<file path="config.mk">
export PLATFORM = sky130hd
export DESIGN_NAME = stopwatch_timer
export DESIGN_NICKNAME = d
export VERILOG_FILES = /design/src/stopwatch_pkg.sv /design/src/bcd_digit.sv /design/src/stopwatch_timer.sv
export SDC_FILE = /design/constraint.sdc
export NUM_CORES = 1
export LEC_CHECK = 0
export BUFFER_PORTS_ARGS = -buffer_cell sky130_fd_sc_hd__buf_2
export CORE_ASPECT_RATIO = 2
export CORE_MARGIN = 5
export CORE_UTILIZATION = 44
export DETAILED_ROUTE_END_ITERATION = 10
export GPL_TIMING_DRIVEN = 0
export PLACE_DENSITY = 0.8
export SLEW_MARGIN = 40
export SYNTH_ARGS = -nofsm -noshare
export SYNTH_HDL_FRONTEND = slang
export SYNTH_HIERARCHICAL = 1
export SYNTH_SLANG_ARGS = --single-unit
</file>
<file path="constraint.sdc">
create_clock -name CLK_IN -period 3.9 [get_ports CLK_IN]
set_input_delay 0.975 -clock CLK_IN [delete_from_list [all_inputs] [get_ports CLK_IN]]
set_output_delay 0.975 -clock CLK_IN [all_outputs]
set_load 0.01 [all_outputs]
</file>
<file path="src/stopwatch_pkg.sv">
// constants and types shared by the stopwatch timer block
package stopwatch_pkg;

    localparam int AW = 18;
    localparam int DW = 32;
    localparam int DIGIT_W = 4;

    // register indices; byte address is four times the index
    localparam logic [15:0] CTRL_IDX = 16'hFF7C;
    localparam logic [15:0] HUND_IDX = 16'hFF7D;
    localparam logic [15:0] TENTH_IDX = 16'hFF7E;
    localparam logic [15:0] IRQ_EN_IDX = 16'hFFE7;
    localparam logic [15:0] IRQ_FLAG_IDX = 16'hFFF7;

    localparam logic [AW-1:0] CTRL_ADDR = {CTRL_IDX, 2'b00};
    localparam logic [AW-1:0] HUND_ADDR = {HUND_IDX, 2'b00};
    localparam logic [AW-1:0] TENTH_ADDR = {TENTH_IDX, 2'b00};
    localparam logic [AW-1:0] IRQ_EN_ADDR = {IRQ_EN_IDX, 2'b00};
    localparam logic [AW-1:0] IRQ_FLAG_ADDR = {IRQ_FLAG_IDX, 2'b00};

    // field positions
    localparam int RUN_BIT = 0;
    localparam int CLEAR_BIT = 1;
    localparam int TENTH_IRQ_BIT = 0;
    localparam int ONE_SEC_IRQ_BIT = 1;

    // reset values
    localparam logic RUN_RST = 1'b0;
    localparam logic [DIGIT_W-1:0] DIGIT_RST = 4'h0;
    localparam logic [1:0] IRQ_RST = 2'h0;

    // count pattern
    localparam logic [DIGIT_W-1:0] DIGIT_LAST = 4'h9;
    localparam logic [1:0] SHORT_STEP = 2'h2;
    localparam logic [1:0] LONG_STEP = 2'h3;
    localparam logic [DIGIT_W-1:0] LONG_DECADE_FROM = 4'h4;
    localparam logic [8:0] TICKS_PER_SECOND = 9'h100;

    typedef struct packed {
        logic read;
        logic write;
        logic [AW-1:0] addr;
        logic [DW-1:0] wdata;
        logic [3:0] be;
    } av_req_t;

    typedef struct packed {
        logic one_sec;
        logic tenth_sec;
    } irq_bits_t;

    typedef enum logic [0:0] {
        BUS_WAIT = 1'b0,
        BUS_DONE = 1'b1
    } bus_state_t;

endpackage

</file>
<file path="src/bcd_digit.sv">
// one decade counter stage with clear and wrap pulse
`timescale 1ns/1ns
module bcd_digit
    import stopwatch_pkg::*;
#(
    parameter int WIDTH = 4,
    parameter logic [WIDTH-1:0] LAST = 4'h9
) (
    input wire logic clk_in,
    input wire logic rst_in,
    input wire logic ce_in,
    input wire logic clear_in,
    input wire logic step_in,
    output logic [WIDTH-1:0] value_out,
    output logic wrap_out
);
    logic [WIDTH-1:0] value_q;

    always_ff @(posedge clk_in) begin
        if (rst_in) begin
            value_q <= '0;
        end else if (ce_in) begin
            if (clear_in) begin
                value_q <= '0;
            end else if (step_in) begin
                value_q <= (value_q == LAST) ? '0 : WIDTH'(value_q + 1'b1);
            end
        end
    end

    assign value_out = value_q;
    assign wrap_out = step_in && (value_q == LAST) && !clear_in;

endmodule // bcd_digit

</file>
<file path="src/stopwatch_timer.sv">
// stopwatch timer: two cascaded bcd digits, control, interrupts, avalon slave
`timescale 1ns/1ns
//
// Contract
// - two cascaded 4-bit bcd digits, low wrap steps high digit
// - low digit steps every two or three 256 Hz ticks
// - per high decade four 25-tick and six 26-tick wraps, one second
// - low wrap sets tenth flag, high wrap sets one-second flag
// - flags set whatever the enable bits hold
// - two read/write enable bits, cleared by reset
// - two sticky flags, write one clears, reset clears
// - digits readable, writes to them ignored
// - reset clears both digits
// - writing one to clear bit zeroes digits, reads back zero
// - clear written with run bit one resumes from zero at once, else holds
// - run bit read/write, one runs, zero stops, reset clears
// - while stopped digits hold; restart resumes from them
module stopwatch_timer
    import stopwatch_pkg::*;
(
    input wire logic CLK_IN,
    input wire logic SYS_RST_IN,
    input wire logic CE_IN,
    input wire logic TICK_256_IN,
    input wire logic [AW-1:0] AVS_ADDRESS_IN,
    input wire logic AVS_READ_IN,
    input wire logic AVS_WRITE_IN,
    input wire logic [DW-1:0] AVS_WRITEDATA_IN,
    input wire logic [3:0] AVS_BYTEENABLE_IN,
    output logic [DW-1:0] AVS_READDATA_OUT,
    output logic AVS_WAITREQUEST_OUT,
    output logic IRQ_OUT
);
    av_req_t req;
    bus_state_t bus_q;
    logic [DW-1:0] rdata_q;
    logic run_q;
    irq_bits_t irq_en_q;
    irq_bits_t irq_flag_q;
    irq_bits_t irq_flag_d;
    irq_bits_t irq_set;
    irq_bits_t irq_clr;
    logic [1:0] pre_q;
    logic [1:0] step_len;
    logic [1:0] pre_next;
    logic tick_adv;
    logic lo_step;
    logic lo_wrap;
    logic hi_wrap;
    logic [DIGIT_W-1:0] lo_digit;
    logic [DIGIT_W-1:0] hi_digit;
    logic wr_commit;
    logic wr_ctrl;
    logic wr_en;
    logic wr_flag;
    logic clear_cmd;

    assign req = '{read: AVS_READ_IN, write: AVS_WRITE_IN, addr: AVS_ADDRESS_IN,
                   wdata: AVS_WRITEDATA_IN, be: AVS_BYTEENABLE_IN};

    // bus slave: one wait state per access
    always_ff @(posedge CLK_IN) begin
        if (SYS_RST_IN) begin
            bus_q <= BUS_WAIT;
        end else if (CE_IN) begin
            case (bus_q)
                BUS_WAIT: begin
                    if (req.read || req.write) begin
                        bus_q <= BUS_DONE;
                    end
                end
                BUS_DONE: begin
                    bus_q <= BUS_WAIT;
                end
                default: begin
                    bus_q <= BUS_WAIT;
                end
            endcase
        end
    end

    assign AVS_WAITREQUEST_OUT = (req.read || req.write) && ((bus_q != BUS_DONE) || !CE_IN);
    assign wr_commit = CE_IN && req.write && (bus_q == BUS_DONE) && req.be[0];
    assign wr_ctrl = wr_commit && (req.addr == CTRL_ADDR);
    assign wr_en = wr_commit && (req.addr == IRQ_EN_ADDR);
    assign wr_flag = wr_commit && (req.addr == IRQ_FLAG_ADDR);
    assign clear_cmd = wr_ctrl && req.wdata[CLEAR_BIT];

    // read data captured in the wait cycle, stands at the done edge
    always_ff @(posedge CLK_IN) begin
        if (SYS_RST_IN) begin
            rdata_q <= '0;
        end else if (CE_IN && req.read && (bus_q == BUS_WAIT)) begin
            case (req.addr)
                CTRL_ADDR: rdata_q <= {{(DW-1){1'b0}}, run_q};
                HUND_ADDR: rdata_q <= {{(DW-DIGIT_W){1'b0}}, lo_digit};
                TENTH_ADDR: rdata_q <= {{(DW-DIGIT_W){1'b0}}, hi_digit};
                IRQ_EN_ADDR: rdata_q <= {{(DW-2){1'b0}}, irq_en_q};
                IRQ_FLAG_ADDR: rdata_q <= {{(DW-2){1'b0}}, irq_flag_q};
                default: rdata_q <= '0;
            endcase
        end
    end

    assign AVS_READDATA_OUT = rdata_q;

    // run control
    always_ff @(posedge CLK_IN) begin
        if (SYS_RST_IN) begin
            run_q <= RUN_RST;
        end else if (CE_IN && wr_ctrl) begin
            run_q <= req.wdata[RUN_BIT];
        end
    end

    // step length: odd digits take three ticks, digit zero too in long decades
    always_comb begin
        step_len = SHORT_STEP;
        if (lo_digit[0] || ((lo_digit == DIGIT_RST) && (hi_digit >= LONG_DECADE_FROM))) begin
            step_len = LONG_STEP;
        end
    end

    assign tick_adv = run_q && TICK_256_IN;
    assign pre_next = 2'(pre_q + 2'h1);
    assign lo_step = tick_adv && (pre_next == step_len) && !clear_cmd;

    always_ff @(posedge CLK_IN) begin
        if (SYS_RST_IN) begin
            pre_q <= 2'h0;
        end else if (CE_IN) begin
            if (clear_cmd) begin
                pre_q <= 2'h0;
            end else if (tick_adv) begin
                pre_q <= (pre_next == step_len) ? 2'h0 : pre_next;
            end
        end
    end

    bcd_digit #(
        .WIDTH(DIGIT_W),
        .LAST(DIGIT_LAST)
    ) u_low_digit (
        .clk_in(CLK_IN),
        .rst_in(SYS_RST_IN),
        .ce_in(CE_IN),
        .clear_in(clear_cmd),
        .step_in(lo_step),
        .value_out(lo_digit),
        .wrap_out(lo_wrap)
    );

    bcd_digit #(
        .WIDTH(DIGIT_W),
        .LAST(DIGIT_LAST)
    ) u_high_digit (
        .clk_in(CLK_IN),
        .rst_in(SYS_RST_IN),
        .ce_in(CE_IN),
        .clear_in(clear_cmd),
        .step_in(lo_wrap),
        .value_out(hi_digit),
        .wrap_out(hi_wrap)
    );

    // interrupt enables
    always_ff @(posedge CLK_IN) begin
        if (SYS_RST_IN) begin
            irq_en_q <= IRQ_RST;
        end else if (CE_IN && wr_en) begin
            irq_en_q <= req.wdata[1:0];
        end
    end

    // sticky flags; a set in the clearing cycle wins
    always_comb begin
        irq_set = '{one_sec: hi_wrap, tenth_sec: lo_wrap};
        irq_clr = wr_flag ? irq_bits_t'(req.wdata[1:0]) : irq_bits_t'(2'h0);
        irq_flag_d = (irq_flag_q & ~irq_clr) | irq_set;
    end

    always_ff @(posedge CLK_IN) begin
        if (SYS_RST_IN) begin
            irq_flag_q <= IRQ_RST;
        end else if (CE_IN) begin
            irq_flag_q <= irq_flag_d;
        end
    end

    assign IRQ_OUT = |(irq_flag_q & irq_en_q);

    // helper: advancing ticks since reset, clear or the last high wrap
    logic [8:0] tick_cnt_q;
    always_ff @(posedge CLK_IN) begin
        if (SYS_RST_IN) begin
            tick_cnt_q <= 9'h000;
        end else if (CE_IN) begin
            if (clear_cmd) begin
                tick_cnt_q <= 9'h000;
            end else if (hi_wrap) begin
                tick_cnt_q <= 9'h000;
            end else if (tick_adv) begin
                tick_cnt_q <= 9'(tick_cnt_q + 9'h001);
            end
        end
    end
endmodule // stopwatch_timer

</file>
==> results_dict.tcl <==
set metrics [dict create \
    fillers 371 \
    wl_per_cell_um 13.80 \
    preCtsSetupSlack_ns 0.09747 \
    drt_first_pass_iters 4 \
    finClkSkew_ns 0.002009 \
    required_ns 4.10 \
    drive_gt1_frac 0.3373 \
    powerDensity_mw_per_mm2 235.0 \
    fin_crit_sh 0.9263 \
    fmax_mhz 276.8 \
    yosysMostFrequentCell "buf_4" \
    wl_mm 4.112 \
    synth_edf_count 0 \
    nets 314 \
    htree_levels 1 \
    p_leak_nw 0.8682 \
    dieHeight_um 95.16 \
    path_cells "buf_2 -> nand4_1 -> nor3_1 -> and3_1 -> nor3b_1 -> nor3b_1 -> and3b_1 -> or3b_1 -> a31oi_1" \
    cts.path.max_buffers 2 \
    synth_top_cell_by_area "dfxtp_1" \
    clock_sinks 20 \
    critical-path-top-delay-family "simple AND/OR/NAND/NOR gates" \
    track_usage 0.1687 \
    postCtsSetupBuffers 0 \
    placed_area_sq_mm 0.001918 \
    overflow 0 \
    final_cell_area_sq_mm 0.001973 \
    viasPerCell 5.302 \
    setup.worst_path.start_class "input pin" \
    timing_worst_setup_path_type "input pin to flop" \
    numPortBuffers 32 \
    status "complete, no violations" \
    syn-instance-count 186 \
    rsz0062_at_grt "no" \
    ys.flop_type "dfxtp_1" \
    fin_tns_setup_ns 0 \
    multiInputGateArea_sq_mm 0.001045 \
    fin_util 0.5529 \
    yosys-top-cells-count "buf_4 (28), dfxtp_1 (20), nand2_1 (14)" \
    critPathMaxStageDelay_ns 0.69 \
    crit_top_cell "nor3b_1" \
    cts_tree "yes" \
    relSlewSlack 0.4949 \
    fin_crit_ns 3.613 \
    async_flop_share 0 \
    dp.cells 294 \
    die_area_sq_mm 0.005003 \
    netlist_area_sq_mm 0.001595 \
    drc_errors 0 \
    cts.clk_slew.worst_paths_ns 0.08 \
    wl_met1_mm 1.454 \
    slowest_stage "nor3b_1" \
    slew_viol_final 0 \
    regArea_sq_um 400.4 \
    ant_nets 0 \
    setup_viol 0 \
    hold_viol_final 0 \
    diodes 0 \
    grt_pass1_wl_mm 6.396 \
    cp-end-kind "flop" \
    initial_core_util 0.4471 \
    numCtsBuffers 3 \
    antenna_found_initial 0 \
    yosysWarnings 6 \
    max-vdd-ir-drop_uv 208.2 \
    rows 31 \
    vias 1580 \
    cp_num_buf_inv 1 \
    die_w_um 52.58 \
    routed.top_layer "met4" \
    ctsRootBufferMaster "clkbuf_8" \
    synth_top_cells_by_area "dfxtp_1 (25%), buf_4 (13%), a21oi_1 (3.8%)" \
    avgSynthCellArea_sq_um 8.577 \
    gp_congestion 0.8926 \
    worstMarginPinSlew_ns 0.7560 \
    yosysUniqueCellTypes 54 \
    met2_wirelength_mm 2.179 \
    layout_setup_ws_ns 0.2874 \
    drtIter0Drc 49 \
    ys_seq_area_frac 0.2510 \
    design.core.area_sq_mm 0.003568 \
    ys_ff_latch 20 \
    drv_cap 0 \
    finalNonFillerCells 298 \
    grt_max_degree 14 \
    wl_met3_um 312 \
    cts-resized-gates 0 \
    synth_top_cell_area_share 0.2510 \
    crit_fanout 13 \
    cts-hold-fix-buffers 0 \
    place_hpwl_mm 3.350 \
    hold_class "flop to flop" \
    worstSkewPairLatency_ns 0.26 \
    first_global_vias 1472 \
    arrival_ns 3.81 \
    areaGrowthSynthToFinish_pct 23.69 \
    ios 94 \
]
[cell families after synthesis]
family          Yosys count  share of synthesized area
flops                    20                     0.2510
mux                       5                    0.03294
buf+inv                  35                     0.1576
other cells               1                   0.002351
simple gates             75                     0.3200
compound gates           46                     0.2047
fa+ha+maj                 4                    0.03137
[state kept, by name, indices dropped and copies added (netlist names)]
signal,cells
pre_q,2
irq_flag_q,2
bus_q,1
irq_en_q,2
u_low_digit/value_out,4
AVS_READDATA_OUT,4
run_q,1
u_high_digit/value_out,4
[cells in the final DEF, fill, tap and decap left out, types with 4 or more instances in the layout]
master | synthesis | routed
ha_1 | 4 | 4
clkbuf_8 | 0 | 4
nand3_1 | 7 | 7
nor3b_1 | 4 | 4
buf_2 | 0 | 32
a21oi_1 | 12 | 12
inv_1 | 5 | 5
a31oi_1 | 5 | 5
conb_1 | 1 | 28
dfxtp_1 | 20 | 20
nor2_1 | 8 | 8
nand2_1 | 14 | 14
nand4_1 | 4 | 4
buf_4 | 28 | 28
nand4b_1 | 5 | 5
[worst paths after layout]
path,from,to,slack [ns],cells after the start
setup / recovery,CE_IN,u_high_digit/value_out[3]$_SDFFE_PP0P_,0.29,9
hold / removal,AVS_READDATA_OUT[2]$_SDFFE_PP0P_,AVS_READDATA_OUT[2]$_SDFFE_PP0P_,0.46,2
setup reg to reg,u_high_digit/value_out[2]$_SDFFE_PP0P_,u_high_digit/value_out[3]$_SDFFE_PP0P_,0.80,8
hold reg to reg,AVS_READDATA_OUT[2]$_SDFFE_PP0P_,AVS_READDATA_OUT[2]$_SDFFE_PP0P_,0.46,2
[metrics by stage]
| stage | total power (W) | hold WS (ns) |
|---|---|---|
| finish | 0.0004637 | 0.4610 |
| global route | 0.0004821 | 0.5077 |
| CTS | 0.0004631 | 0.4654 |
| detailed placement | 0.0003025 | 0.4472 |
| global placement | 0.0003005 | 0.4331 |
| floorplan | 0.0002729 | 0.4677 |
[layer usage]
layer | vias to the layer above | track usage
li1 | 773 | -
met1 | 719 | 0.1559
met2 | 74 | 0.3185
met3 | 14 | 0.02034
met4 | 0 | 0.1215
met5 | - | 0
[final cells by class]
| type | instances | area share |
|---|---|---|
| well taps | 49 | 0.03107 |
| plain buffers | 30 | 0.1179 |
| repair buffers | 32 | 0.08117 |
| inverters | 5 | 0.009512 |
| flip-flops and latches | 20 | 0.2029 |
| clock buffers | 4 | 0.02790 |
| multi-input cells | 158 | 0.5295 |
[where the power goes]
part	total, W	internal (W)	switching, W	leakage, nW
Sequential	0.000211	0.000207	0.00000400	0.162
Combinational	0.0000883	0.0000423	0.0000460	0.678
Clock	0.000164	0.0000901	0.0000739	0.0288
Total	0.000464	0.000340	0.000124	0.868
[worst min-delay path, delay by kind of cell, from the launching register on]
family          cells  cell delay [ns]
flops               1             0.33
compound gates      1             0.05
simple gates        1             0.04
No activity file was read; power rests on OpenSTA's default activity.
